[src/core/pmdc_cfg.svh]
`ifndef PMDC_CFG_SVH
`define PMDC_CFG_SVH

`define PMDC_CLK_NS     50
`define PMDC_LOS_NS     3200
`define PMDC_LOS_CYC    (`PMDC_LOS_NS / `PMDC_CLK_NS)
`define PMDC_LOS_W      7
`define PMDC_LOS_LAST   7'(`PMDC_LOS_CYC - 1)

`define PMDC_NCH        8
`define PMDC_NOUT       16
`define PMDC_DLY        16
`define PMDC_DLY_W      4

`define PMDC_SRC_LOOP_A 2'h0
`define PMDC_SRC_LOOP_B 2'h1
`define PMDC_SRC_OSC    2'h2
`define PMDC_SRC_FANOUT 2'h3

`define PMDC_REF_MAN0   2'h0
`define PMDC_REF_MAN1   2'h1

`define PMDC_GPIO_IN    2'h0
`define PMDC_GPIO_OUT   2'h1
`define PMDC_GPIO_CTRL  2'h2
`define PMDC_GPIO_STAT  2'h3

`define PMDC_PD_INPUT   0
`define PMDC_PD_LOOP0   1
`define PMDC_PD_LOOP1   2

`define PMDC_BASE_MAX   3'h5
`define PMDC_POW_MAX    4'hc
`define PMDC_SR_MIN     4'h1
`define PMDC_RST_RATIO  15'h0001

`endif

[src/core/pmdc_pkg.sv]
package pmdc_pkg;
`include "pmdc_cfg.svh"

   typedef enum logic [2:0] {
      PMDC_DUAL,
      PMDC_SYNTH,
      PMDC_OSC_ONLY,
      PMDC_FANOUT,
      PMDC_INVALID
   } pmdc_mode_t;

   typedef struct packed {
      logic [14:0] cnt;
      logic [14:0] ratio;
      logic        tick;
   } pmdc_div_st_t;

   typedef struct packed {
      logic [1:0][2:0]                           ref_s;
      logic [1:0]                                ref_lvl;
      logic [1:0][`PMDC_LOS_W-1:0]               los_cnt;
      logic [1:0]                                los;
      logic                                      act_ref;
      logic                                      holdover;
      logic [1:0][2:0]                           gpio_s;
      logic [1:0]                                gpio_lvl;
      logic [1:0]                                gpio_pin;
      logic [1:0]                                gpio_oe;
      logic                                      halve_ph;
      logic                                      resync;
      logic [`PMDC_NCH-1:0][`PMDC_DLY-1:0]       ch_dly;
      logic [`PMDC_NOUT-1:0][`PMDC_DLY-1:0]      out_dly;
      logic [`PMDC_NOUT-1:0]                     q_out;
      pmdc_mode_t                                mode;
      logic                                      determ;
      logic                                      central;
      logic [3:0]                                pfd;
   } pmdc_st_t;

endpackage

[src/core/pmdc_div.sv]
`timescale 1ns/1ps
module pmdc_div (
   input  wire logic        clk_i,
   input  wire logic        rst_b_i,
   input  wire logic        restart_i,
   input  wire logic        en_i,
   input  wire logic        dbl_i,
   input  wire logic [14:0] ratio_i,
   output wire logic        tick_o,
   output wire logic        chg_o
);
   import pmdc_pkg::*;

   pmdc_div_st_t q;
   pmdc_div_st_t d;
   logic [14:0]  r;
   logic [15:0]  s;
   logic [15:0]  w;

   // Ratio zero would tick on every enabled input; treat it as divide by one
   assign r      = (ratio_i == 15'h0) ? 15'h1 : ratio_i;
   assign chg_o  = (r != q.ratio);
   assign tick_o = q.tick;

   always_comb begin
      d      = q;
      d.tick = 1'b0;
      s      = {1'b0, q.cnt} + (dbl_i ? 16'h2 : 16'h1);
      w      = s - {1'b0, q.ratio};
      if (restart_i || chg_o) begin
         d.cnt   = 15'h0;
         d.ratio = r;
      end else if (en_i) begin
         if (s >= {1'b0, q.ratio}) begin
            d.tick = 1'b1;
            // Double step on ratio one cannot give two ticks per input
            d.cnt  = (w >= {1'b0, q.ratio}) ? 15'h0 : w[14:0];
         end else begin
            d.cnt = s[14:0];
         end
      end
   end

   always_ff @(posedge clk_i) begin
      if (!rst_b_i) begin
         q <= '{cnt: 15'h0, ratio: `PMDC_RST_RATIO, tick: 1'b0};
      end else begin
         q <= d;
      end
   end

endmodule // pmdc_div

[src/core/pmdc_top.sv]
// Behaviour
// - Bypass and source select pick dual-loop mode
// - Bypass set, source 00/01 gives synthesizer
// - Oscillator-only mode bypasses second loop
// - Deterministic delay only dual mode, route one
// - First-loop pre and feedback: 15-bit dividers
// - Cascade feedback divider: 14-bit, up to 16383
// - Second-loop pre-divider: 7-bit, up to 127
// - Second-loop feedback divider: 10-bit, up to 1023
// - Doubler halves effective second-loop pre-divide
// - Clock divider {1..5} times two to m
// - SYSREF adds two to p, p 1..12
// - Eight channels, each clock or SYSREF
// - SYSREF synchronous, dividers from central reference
// - Phase delay per channel and per output
// - Outputs, channels, blocks can power down
// - Two references, priority auto-select, holdover
// - Configuration and status readable back
// - Two pins: GPIO, control input, status output
`timescale 1ns/1ps
module pmdc_top (
   input  wire logic                               clk_i,
   input  wire logic                               rst_b_i,
   input  wire logic                               first_loop_bypass_i,
   input  wire logic [1:0]                         central_source_select_i,
   input  wire logic                               first_loop_feedback_route_i,
   input  wire logic                               second_loop_doubler_i,
   input  wire logic                               ext_osc_halve_select_i,
   input  wire logic [1:0]                         input_div_sel_i,
   input  wire logic [14:0]                        first_loop_pre_divider_i,
   input  wire logic [14:0]                        first_loop_feedback_divider_i,
   input  wire logic [13:0]                        cascade_feedback_divider_i,
   input  wire logic [6:0]                         second_loop_pre_divider_i,
   input  wire logic [9:0]                         second_loop_feedback_divider_i,
   input  wire logic [`PMDC_NCH-1:0][2:0]          ch_base_i,
   input  wire logic [`PMDC_NCH-1:0][3:0]          ch_pow_i,
   input  wire logic [`PMDC_NCH-1:0]               ch_sysref_i,
   input  wire logic [`PMDC_NCH-1:0][3:0]          ch_sr_pow_i,
   input  wire logic [`PMDC_NCH-1:0][`PMDC_DLY_W-1:0] ch_phase_i,
   input  wire logic [`PMDC_NOUT-1:0][`PMDC_DLY_W-1:0] out_phase_i,
   input  wire logic [`PMDC_NCH-1:0]               ch_pd_i,
   input  wire logic [`PMDC_NOUT-1:0]              out_pd_i,
   input  wire logic [2:0]                         blk_pd_i,
   input  wire logic [1:0]                         ref_in_i,
   input  wire logic [1:0]                         ref_mode_i,
   input  wire logic                               ref_prio_i,
   input  wire logic                               vcxo_tick_i,
   input  wire logic                               vco_tick_i,
   input  wire logic [1:0][1:0]                    gpio_func_i,
   input  wire logic [1:0]                         gpio_val_i,
   input  wire logic [1:0]                         gpio_i,
   output wire logic [1:0]                         gpio_o,
   output wire logic [1:0]                         gpio_oe_o,
   output wire logic [1:0]                         gpio_in_o,
   output wire logic [`PMDC_NOUT-1:0]              q_out_o,
   output wire pmdc_pkg::pmdc_mode_t               mode_o,
   output wire logic                               deterministic_o,
   output wire logic                               central_tick_o,
   output wire logic                               active_ref_o,
   output wire logic                               holdover_o,
   output wire logic [1:0]                         ref_los_o,
   output wire logic                               pfd0_ref_o,
   output wire logic                               pfd0_fb_o,
   output wire logic                               pfd1_ref_o,
   output wire logic                               pfd1_fb_o
);
   import pmdc_pkg::*;

   pmdc_st_t             q;
   pmdc_st_t             d;
   pmdc_mode_t           mode_c;
   logic [1:0]           ref_edge;
   logic [1:0]           gpio_rise;
   logic                 sel_tick;
   logic                 osc_tick;
   logic                 ct;
   logic                 rn_tick;
   logic                 p0_tick;
   logic                 m0_tick;
   logic                 m1_tick;
   logic                 p1_tick;
   logic                 m2_tick;
   logic [5:0]           loop_chg;
   logic [`PMDC_NCH-1:0] base_tick;
   logic [`PMDC_NCH-1:0] clk_tick;
   logic [`PMDC_NCH-1:0] sr_tick;
   logic [`PMDC_NCH-1:0] ch_out;
   logic [`PMDC_NCH-1:0] ch_rst;
   logic [3*`PMDC_NCH-1:0] ch_chg;
   logic                 rst_in;
   logic                 rst_l0;
   logic                 rst_l1;
   logic                 rst_p1;

   // Source 11 without bypass has no defined mode; the outputs stay idle
   assign mode_c = (central_source_select_i == `PMDC_SRC_OSC) ? PMDC_OSC_ONLY
      : (central_source_select_i == `PMDC_SRC_FANOUT)
         ? (first_loop_bypass_i ? PMDC_FANOUT : PMDC_INVALID)
      : (first_loop_bypass_i ? PMDC_SYNTH : PMDC_DUAL);

   // Level accepted only when second and third flops agree
   genvar gi;
   generate
      for (gi = 0; gi < 2; gi++) begin : g_pin
         assign ref_edge[gi]  = (q.ref_s[gi][2] == q.ref_s[gi][1])
                                & q.ref_s[gi][1] & ~q.ref_lvl[gi];
         assign gpio_rise[gi] = (q.gpio_s[gi][2] == q.gpio_s[gi][1])
                                & q.gpio_s[gi][1] & ~q.gpio_lvl[gi];
      end
   endgenerate

   assign sel_tick = ~q.holdover & ref_edge[q.act_ref];
   // External oscillator halving keeps every other edge
   assign osc_tick = vco_tick_i
                     & (~ext_osc_halve_select_i | q.halve_ph);

   // Central timing point: second loop, else first loop, else input
   always_comb begin
      unique case (mode_c)
         PMDC_DUAL, PMDC_SYNTH: ct = osc_tick;
         PMDC_OSC_ONLY:         ct = vcxo_tick_i;
         PMDC_FANOUT:           ct = p1_tick;
         default:               ct = 1'b0;
      endcase
   end

   assign rst_in = q.resync | blk_pd_i[`PMDC_PD_INPUT];
   assign rst_l0 = q.resync | blk_pd_i[`PMDC_PD_LOOP0]
                   | (mode_c != PMDC_DUAL && mode_c != PMDC_OSC_ONLY);
   assign rst_l1 = q.resync | blk_pd_i[`PMDC_PD_LOOP1]
                   | (mode_c == PMDC_OSC_ONLY)
                   | (mode_c == PMDC_INVALID);
   assign rst_p1 = rst_l1 & ~(mode_c == PMDC_FANOUT && ~q.resync);

   pmdc_div u_rn (
      .clk_i     (clk_i),
      .rst_b_i   (rst_b_i),
      .restart_i (rst_in),
      .en_i      (sel_tick),
      .dbl_i     (1'b0),
      .ratio_i   (15'h1 << input_div_sel_i),
      .tick_o    (rn_tick),
      .chg_o     (loop_chg[0])
   );
   pmdc_div u_p0 (
      .clk_i     (clk_i),
      .rst_b_i   (rst_b_i),
      .restart_i (rst_in | rst_l0),
      .en_i      (rn_tick),
      .dbl_i     (1'b0),
      .ratio_i   (first_loop_pre_divider_i),
      .tick_o    (p0_tick),
      .chg_o     (loop_chg[1])
   );
   pmdc_div u_m1 (
      .clk_i     (clk_i),
      .rst_b_i   (rst_b_i),
      .restart_i (rst_l0 | rst_l1),
      .en_i      (osc_tick),
      .dbl_i     (1'b0),
      .ratio_i   ({1'b0, cascade_feedback_divider_i}),
      .tick_o    (m1_tick),
      .chg_o     (loop_chg[2])
   );
   // In dual mode only, route one closes the first loop through the cascade divider too
   pmdc_div u_m0 (
      .clk_i     (clk_i),
      .rst_b_i   (rst_b_i),
      .restart_i (rst_l0),
      .en_i      ((mode_c == PMDC_DUAL && first_loop_feedback_route_i)
                  ? m1_tick : vcxo_tick_i),
      .dbl_i     (1'b0),
      .ratio_i   (first_loop_feedback_divider_i),
      .tick_o    (m0_tick),
      .chg_o     (loop_chg[3])
   );
   pmdc_div u_p1 (
      .clk_i     (clk_i),
      .rst_b_i   (rst_b_i),
      .restart_i (rst_p1),
      .en_i      ((mode_c == PMDC_DUAL) ? vcxo_tick_i : rn_tick),
      .dbl_i     (second_loop_doubler_i & (mode_c != PMDC_FANOUT)),
      .ratio_i   ({8'h0, second_loop_pre_divider_i}),
      .tick_o    (p1_tick),
      .chg_o     (loop_chg[4])
   );
   pmdc_div u_m2 (
      .clk_i     (clk_i),
      .rst_b_i   (rst_b_i),
      .restart_i (rst_l1),
      .en_i      (osc_tick),
      .dbl_i     (1'b0),
      .ratio_i   ({5'h0, second_loop_feedback_divider_i}),
      .tick_o    (m2_tick),
      .chg_o     (loop_chg[5])
   );

   // One divider chain per output channel
   generate
      for (gi = 0; gi < `PMDC_NCH; gi++) begin : g_ch
         logic [2:0]  base_c;
         logic [3:0]  pow_c;
         logic [3:0]  srp_c;
         assign base_c = (ch_base_i[gi] == 3'h0) ? 3'h1
                       : (ch_base_i[gi] > `PMDC_BASE_MAX) ? `PMDC_BASE_MAX
                       : ch_base_i[gi];
         assign pow_c  = (ch_pow_i[gi] > `PMDC_POW_MAX) ? `PMDC_POW_MAX
                       : ch_pow_i[gi];
         assign srp_c  = (ch_sr_pow_i[gi] < `PMDC_SR_MIN) ? `PMDC_SR_MIN
                       : (ch_sr_pow_i[gi] > `PMDC_POW_MAX) ? `PMDC_POW_MAX
                       : ch_sr_pow_i[gi];
         assign ch_rst[gi] = q.resync | ch_pd_i[gi];
         assign ch_out[gi] = ch_sysref_i[gi] ? sr_tick[gi] : clk_tick[gi];

         pmdc_div u_base (
            .clk_i     (clk_i),
            .rst_b_i   (rst_b_i),
            .restart_i (ch_rst[gi]),
            .en_i      (ct),
            .dbl_i     (1'b0),
            .ratio_i   ({12'h0, base_c}),
            .tick_o    (base_tick[gi]),
            .chg_o     (ch_chg[3*gi])
         );
         pmdc_div u_pow (
            .clk_i     (clk_i),
            .rst_b_i   (rst_b_i),
            .restart_i (ch_rst[gi]),
            .en_i      (base_tick[gi]),
            .dbl_i     (1'b0),
            .ratio_i   (15'h1 << pow_c),
            .tick_o    (clk_tick[gi]),
            .chg_o     (ch_chg[3*gi+1])
         );

         // SYSREF shares the clock chain, so it stays edge-aligned
         pmdc_div u_sr (
            .clk_i     (clk_i),
            .rst_b_i   (rst_b_i),
            .restart_i (ch_rst[gi] | ~ch_sysref_i[gi]),
            .en_i      (clk_tick[gi]),
            .dbl_i     (1'b0),
            .ratio_i   (15'h1 << srp_c),
            .tick_o    (sr_tick[gi]),
            .chg_o     (ch_chg[3*gi+2])
         );
      end
   endgenerate

   always_comb begin
      d = q;
      for (int i = 0; i < 2; i++) begin
         d.ref_s[i]  = {q.ref_s[i][1:0], ref_in_i[i]};
         d.gpio_s[i] = {q.gpio_s[i][1:0], gpio_i[i]};
         if (q.ref_s[i][2] == q.ref_s[i][1]) begin
            d.ref_lvl[i] = q.ref_s[i][1];
         end
         if (q.gpio_s[i][2] == q.gpio_s[i][1]) begin
            d.gpio_lvl[i] = q.gpio_s[i][1];
         end
         // Activity monitor: no edge for the timeout marks the input lost
         if (ref_edge[i]) begin
            d.los_cnt[i] = '0;
            d.los[i]     = 1'b0;
         end else if (q.los_cnt[i] == `PMDC_LOS_LAST) begin
            d.los[i] = 1'b1;
         end else begin
            d.los_cnt[i] = q.los_cnt[i] + 7'h1;
         end
      end

      // Fanout mode has no auto switching; only the manual choice
      if (ref_mode_i == `PMDC_REF_MAN0 ||
          (mode_c == PMDC_FANOUT && ref_mode_i != `PMDC_REF_MAN1)) begin
         d.act_ref  = 1'b0;
         d.holdover = 1'b0;
      end else if (ref_mode_i == `PMDC_REF_MAN1) begin
         d.act_ref  = 1'b1;
         d.holdover = 1'b0;
      end else if (!q.los[ref_prio_i]) begin
         d.act_ref  = ref_prio_i;
         d.holdover = 1'b0;
      end else if (!q.los[~ref_prio_i]) begin
         d.act_ref  = ~ref_prio_i;
         d.holdover = 1'b0;
      end else begin
         d.holdover = 1'b1;
      end

      for (int i = 0; i < 2; i++) begin
         unique case (gpio_func_i[i])
            `PMDC_GPIO_IN, `PMDC_GPIO_CTRL: begin
               d.gpio_oe[i]  = 1'b0;
               d.gpio_pin[i] = 1'b0;
            end
            `PMDC_GPIO_OUT: begin
               d.gpio_oe[i]  = 1'b1;
               d.gpio_pin[i] = gpio_val_i[i];
            end
            `PMDC_GPIO_STAT: begin
               d.gpio_oe[i]  = 1'b1;
               d.gpio_pin[i] = (i == 0) ? q.holdover : |q.los;
            end
         endcase
      end

      if (vco_tick_i && ext_osc_halve_select_i) begin
         d.halve_ph = ~q.halve_ph;
      end

      // Any ratio change or control pulse realigns every divider
      d.resync = |loop_chg | |ch_chg
                 | (gpio_rise[0] & (gpio_func_i[0] == `PMDC_GPIO_CTRL))
                 | (gpio_rise[1] & (gpio_func_i[1] == `PMDC_GPIO_CTRL));

      if (ct) begin
         for (int c = 0; c < `PMDC_NCH; c++) begin
            d.ch_dly[c] = {q.ch_dly[c][`PMDC_DLY-2:0], ch_out[c]};
         end
         for (int o = 0; o < `PMDC_NOUT; o++) begin
            d.out_dly[o] = {q.out_dly[o][`PMDC_DLY-2:0],
                            q.ch_dly[o/2][ch_phase_i[o/2]]};
         end
      end
      if (q.resync) begin
         d.ch_dly  = '0;
         d.out_dly = '0;
      end
      for (int o = 0; o < `PMDC_NOUT; o++) begin
         d.q_out[o] = ct & ~out_pd_i[o] & ~ch_pd_i[o/2]
                      & q.out_dly[o][out_phase_i[o]];
      end

      d.mode    = mode_c;
      d.determ  = (mode_c == PMDC_DUAL) & first_loop_feedback_route_i;
      d.central = ct;
      d.pfd     = {m2_tick, p1_tick & (mode_c != PMDC_FANOUT),
                   m0_tick, p0_tick};
   end

   always_ff @(posedge clk_i) begin
      if (!rst_b_i) begin
         q      <= '0;
         q.mode <= PMDC_DUAL;
      end else begin
         q <= d;
      end
   end

   assign gpio_o          = q.gpio_pin;
   assign gpio_oe_o       = q.gpio_oe;
   assign gpio_in_o       = q.gpio_lvl;
   assign q_out_o         = q.q_out;
   assign mode_o          = q.mode;
   assign deterministic_o = q.determ;
   assign central_tick_o  = q.central;
   assign active_ref_o    = q.act_ref;
   assign holdover_o      = q.holdover;
   assign ref_los_o       = q.los;
   assign pfd0_ref_o      = q.pfd[0];
   assign pfd0_fb_o       = q.pfd[1];
   assign pfd1_ref_o      = q.pfd[2];
   assign pfd1_fb_o       = q.pfd[3];

endmodule // pmdc_top

[config.mk]
export PLATFORM = sky130hd
export DESIGN_NAME = pmdc_top
export DESIGN_NICKNAME = d
export VERILOG_FILES = /design/src/core/pmdc_pkg.sv /design/src/core/pmdc_div.sv /design/src/core/pmdc_top.sv
export VERILOG_INCLUDE_DIRS = /design/src /design/src/core
export SDC_FILE = /design/constraint.sdc
export NUM_CORES = 2
export LEC_CHECK = 0
export ABC_AREA = 1
export BUFFER_PORTS_ARGS = -buffer_cell sky130_fd_sc_hd__buf_2
export CORE_ASPECT_RATIO = 0.75
export CORE_MARGIN = 2
export CORE_UTILIZATION = 25
export CTS_BUF_LIST = sky130_fd_sc_hd__clkbuf_2
export DETAILED_ROUTE_END_ITERATION = 8
export PLACE_DENSITY = 0.4
export SLEW_MARGIN = 20
export SYNTH_ARGS = -nofsm -noshare
export SYNTH_HDL_FRONTEND = slang
export SYNTH_SLANG_ARGS = --single-unit
[constraint.sdc]
create_clock -name clk_i -period 4.17 [get_ports clk_i]
set_input_delay 0.6255 -clock clk_i [delete_from_list [all_inputs] [get_ports clk_i]]
set_output_delay 0.6255 -clock clk_i [all_outputs]
set_load 0.05 [all_outputs]
* Yosys cells after proc, flatten, opt, wreduce, memory -nomap -nowiden
Cells that the tools add are included.
** Storage, ports and cells
- Register bits after elaboration :: 1379
- Output and inout bits :: 35
- Bits of input ports :: 305
** Operators by class
- Reductions and logical operators :: 152
- Equality and inequality tests :: 53
- Order comparisons :: 119
- Bitwise gates (word level) :: 158
- Add/subtract/negate cells :: 62
- Multiplexer cells :: 238
- Shift operators :: 17
** Operator list (number)
- two-way mux 15 bit :: 79
- greater-or-equal comparator 16 x 15 -> 1 bit :: 60
- subtractor 16 x 15 -> 16 bit :: 30
- adder 15 x 1 -> 16 bit (second input constant) :: 29
- zero test 15 bit :: 30
- != test 15 bit :: 30
- left shift 1 x 4 -> 15 bit (first input constant) :: 16
- less-than comparator 4 x 5 -> 1 bit (second input constant) :: 24
- binary-select mux 1 bit (select 4 bit) :: 24
- two-way mux 4 bit :: 24
- OR reduction 3 bit :: 30
- two-way mux 3 bit :: 27
- OR reduction 2 bit :: 40
- two-way mux 1 bit :: 73
- inverter 1 bit :: 66
- AND 1 bit :: 64
- > comparator 4 bit (second input constant) :: 16
- less-than comparator 4 x 1 -> 1 bit (second input constant) :: 8
- logical OR 1 bit :: 31
- bitwise OR 1 bit :: 28
- zero test 3 bit :: 9
- > comparator 3 bit (second input constant) :: 8
- OR reduction 24 bit :: 1
- adder 15 x 16 -> 16 bit :: 1
- 24 further kinds :: 51

* Longest topological paths before layout
- Depth after elaboration :: 11
- Gate-level depth with buffers :: 28
- Mapped depth without buffers :: 27

* Hierarchy
A second synthesis with hierarchy kept.
** Unflattened totals
- Cells, all modules :: 18798
- Area total of the unflattened synthesis :: 118733.9 µm²
** Modules (own cells, without submodules)
- pmdc_div at g_ch[1].u_base ... :: times used 22, cells each 533, area each 3325.7 µm², seq. area each 620.6 µm²
- pmdc_top :: times used 1, cells each 2749, area each 17993.5 µm², seq. area each 6426.2 µm²
- pmdc_div at g_ch[0].u_base ... :: times used 3, cells each 539, area each 3465.8 µm², seq. area each 620.6 µm²
- pmdc_div at u_p1 :: times used 1, cells each 536, area each 3532.1 µm², seq. area each 620.6 µm²
- pmdc_div at g_ch[0].u_sr :: times used 1, cells each 531, area each 3462.1 µm², seq. area each 620.6 µm²
- pmdc_div at u_rn :: times used 1, cells each 543, area each 3454.6 µm², seq. area each 620.6 µm²
- pmdc_div at u_p0 :: times used 1, cells each 562, area each 3437.0 µm², seq. area each 620.6 µm²
- pmdc_div at u_m2 :: times used 1, cells each 534, area each 3291.9 µm², seq. area each 620.6 µm²

* Worst setup path after synthesis
No wires, ideal clock.
- Path type :: register to register
- From :: register g_ch[0].u_pow.q[16] (netlist name)
- To :: register g_ch[0].u_pow.q[23] (netlist name)
- Data required time :: 4051 ps
- Setup slack :: 287 ps
- Data arrival time :: 3763 ps
- Buffers on the path :: 1
- Stages on the path, launching flop included :: 25
- Setup time :: 119 ps
- Path through :: dfxtp_1 ha_1 nand2_1 inv_1 nand2_1 nor3_2 nand3_1 nor3b_1 nand3_1 xnor2_1 ha_1 nand2_1 nor2_1 a211oi_1 o21ai_0 or2_2 nand2_1 inv_1 ha_1 inv_1 nor2_1 nand4_1 clkbuf_1 nand4_1 a21oi_1
** On the way
- Word-level cells in the longest chain between the ends :: 5
- Elaborated cells on any way between the ends :: 6
- Those cells by class :: add/sub (2); order compare (2); mux (2)
** RTL lines
- start, declared :: line pmdc_div.sv:14 : pmdc_div_st_t q;
- start signal, assigned :: line pmdc_div.sv:46 : q <= '{cnt: 15'h0, ratio: `PMDC_RST_RATIO, tick: 1'b0};
- adder 15 x 1 -> 16 bit * :: line pmdc_div.sv:28 : s = {1'b0, q.cnt} + (dbl_i ? 16'h2 : 16'h1);
- subtractor 16 x 15 -> 16 bit :: line pmdc_div.sv:29 : w = s - {1'b0, q.ratio};
- greater-or-equal comparator 16 x 15 -> 1 bit :: line pmdc_div.sv:37 : d.cnt = (w >= {1'b0, q.ratio}) ? 15'h0 : w[14:0];
- two-way mux 15 bit :: line pmdc_div.sv:37
- two-way mux 15 bit * :: line pmdc_div.sv:34 : if (s >= {1'b0, q.ratio}) begin
Every way passes the cells marked *; elsewhere a longest branch is shown, timed or not.
A chain may end at the register's enable or synchronous reset.

==> run metrics <==
First-pass DRT Iterations=8; Syn Inst Count=13.1k; num rows=186; asr flop ratio synth=0%; Worst Hold Launch=d[421]; DRC Markers=0; post-route setup TNS=-0.0637 ns; Synthesis Warnings=0; Pleak=52.9 nW; reg2reg path depth=24; startpoint types=input port; Die W=682 um; first-pass GRT wire length=474000 um; max cap viols=0; Skew-Pair Late Insertion Delay=1.75 ns; Power Dens Cells=234 nW/um2; leading post-synthesis cells by cell area=dfxtp_1 26%, nand2_1 11%, ha_1 10%; Crit. Startpoint=rst_b_i; outcome=finished, violations left; Final Non-Filler Cells=19.8k; final core utilization=32.8%; vias in the first global route=84.5k; ys flop type=dfxtp_1; pin count of the biggest net entering global routing=116; Final nets=15.9k; Core Box Area=343000 um2; H-tree Lvls=5; worst clock skew=0.174 ns; fmax=236 MHz; failing checks=negative setup slack; Via density=4.51; Top Ports=340; area share of the largest cell type after synthesis=26.2%; Post-synth EDFFs=0; Final Hold Vio Count=0; Max VDD drop=0.194 mV; Area after DPL=96300 um2; placer congestion estimate=0.827; Area Overhead vs Synth=30.6%; fillers=37.5k; design area=113000 um2; dpl cells=18.2k; Yosys top cell by area=dfxtp_1; final worst setup slack=-0.0637 ns; hpwl dp=223000 um; Slew Viols, Final=0; Tmin final=4.23 ns; CTS Root Cell=clkbuf_2; drt wl/cell=15.4 um; final wirelength=304000 um; die area=350000 um2; Reg2Reg Capture Point=g_ch[0].u_pow.q[18]; routed via count=89.3k; GRT Overall Usage=16.6%; CTS tree=yes; number of I/O port buffers=339; post-synthesis sequential area ratio=26.2%; Worst setup EP type=register; Finish-stage setup viols=1; critical path class=input port to register; initial antenna violation count=46; worst min-delay path category=register to register; clock sinks=1130; unrepaired setup endpoints after global routing=true; share of cells above drive strength 1=15.8%; fin crit share=102%; worst reg2reg path startpoint=g_ch[0].u_pow.q[16]; Worst Path Required=5.62 ns; crit path max fanout=53; Hold Path Depth=2; Post-Syn Area=86200 um2; Slew HR=31.1%; post-synth cell types=72; hold-critical path endpoint=d[422]; Clock Tree Buf Depth=4; GR Overflow Total=0; Worst Path Arrival=5.68 ns; worst slew pin tran=1.03 ns; Synth Register Bits=1130; synthesized area per cell=6.56 um2; DRT antenna net count=0; Pwr Total=26.3 mW; initial DRC count=5413; Clock transition at path regs=0.11 ns; worst reg2reg setup slack=0.11 ns; Starting Density=25.1%; die height=512 um; Num CTS Buffers=350
==> repair_timing <==
action                                   CTS  global route
endpoints found under the hold margin   1023             1
buffers inserted                          33           125
cloned                                     1            12
gates resized for setup                   45           812
pin swaps                                 20           309
endpoints found under the setup margin   158           301
hold buffers                             762             1
==> worst max-delay path, stage by stage <==
cell and delay (ns):
dlygate4sd3_1 0.54, dlygate4sd3_1 0.57, clkbuf_8 0.20, buf_12 0.19, inv_12 0.36, buf_4 0.47
nor3_1 0.10, dlygate4sd3_1 0.58, nand2_1 0.07, dlygate4sd3_1 0.55, nor3_1 0.05, dlygate4sd3_1 0.55
buf_4 0.15, dlygate4sd3_1 0.59
==> flip-flops by register name (all words and copies together), names as in the netlist, 2 cells and up <==
register and flops:
q 278, g_ch.u_pow.q 240, g_ch.u_sr.q 240, g_ch.u_base.q 144
u_m0.q 30, u_p0.q 30, u_m1.q 29, u_m2.q 25
u_p1.q 22, u_rn.q 19, q_out_o 16, d 8
g_ch.u_base.tick_o 8, g_ch.u_pow.tick_o 8, g_ch.u_sr.tick_o 8, mode_o 3
gpio_in_o 2, gpio_o 2, gpio_oe_o 2, ref_los_o 2
==> worst max-delay path by stage <==
stage / to / slack (ns) / depth (start not counted)
after floorplan: g_ch[0].u_pow.q[23] / 0.29 / 24
after global placement: g_ch[5].u_sr.q[27] / -0.18 / 26
after detailed placement: u_p1.q[17] / -0.16 / 23
after CTS: g_ch[0].u_sr.q[27] / 0.003 / 24
after global routing: g_ch[0].u_pow.q[18] / -0.21 / 24
final: q_out_o[9] / -0.06 / 14
==> cell usage in the layout, fill, tap and decap left out, types with 516 or more instances in the layout <==
| cell type | Yosys | routed |
|---|---|---|
| dfxtp_1 | 1130 | 1079 |
| nor2_1 | 1078 | 993 |
| a21oi_1 | 1203 | 1131 |
| buf_4 | 44 | 618 |
| nand2_1 | 2611 | 2540 |
| xor2_1 | 603 | 517 |
| nand4_1 | 516 | 516 |
| dlygate4sd3_1 | 0 | 761 |
| o21ai_0 | 832 | 804 |
| nand3_1 | 625 | 569 |
| inv_1 | 2126 | 2101 |
| ha_1 | 695 | 598 |
==> metal layers <==
metal,wire length (um),track usage (%)
met5,126,0
met4,6350,3.73
met3,12900,2.33
met2,123000,24.2
met1,161000,25.3
==> per-stage QoR <==
| stage | hold slack (ns) | worst slack, ns |
|---|---|---|
| after floorplan | 0.390 | 0.287 |
| after global placement | 0.397 | -0.183 |
| after detailed placement | 0.396 | -0.165 |
| after CTS | 0.000488 | 0.00274 |
| after global routing | 0.132 | -0.210 |
| final | 0.322 | -0.0637 |
==> cells by family after synthesis <==
family | count (synthesis) | synth area share, %
simple gates | 5466 | 28.0
buf+inv | 2566 | 11.5
compound gates | 2507 | 15.9
flops | 1130 | 26.2
xor+xnor | 741 | 7.57
fa+ha+maj | 726 | 10.8
mux | 3 | 0.0392
other cells | 1 | 0.00435
==> area by class of cell <==
type	count	area (um2)	area share, %
Antenna cell	29	72.6	0.0645
Clock buffer	498	2490	2.22
Clock inverter	107	601	0.534
Inverter	2158	8130	7.22
Multi-Input combinational cell	9475	57600	51.2
Sequential cell	1130	22700	20.2
Tap cell	4606	5760	5.12
Timing Repair Buffer	1787	15100	13.5
==> where the power goes <==
group | internal [mW] | switching [mW]
registers | 11.0 | 0.127
clock network | 3.57 | 5.82
logic | 2.45 | 3.38
total | 17.0 | 9.32
==> Yosys cell counts, drive strengths merged, types with 3 or more instances <==
library cell / n
nor3: 314
o2111ai: 10
nand3b: 41
o211ai: 70
and2: 8
nand4: 516
clkbuf: 273
o21a: 15
a211oi: 51
mux2: 3
fa: 31
ha: 695
a31oi: 44
o31a: 7
a21boi: 10
nor3b: 41
xor2: 606
a22o: 3
a41oi: 9
a221oi: 52
o22ai: 24
dfxtp: 1130
xnor2: 135
nor4: 80
and3: 12
o221ai: 20
inv: 2149
nand2: 2633
a21oi: 1207
nor4b: 4
o21ai: 883
clkinv: 9
or2: 30
o21bai: 31
a311oi: 23
o31ai: 8
nand3: 632
a21o: 33
nor2: 1152
buf: 135
Note: power is estimated with default switching activity, not from simulation.
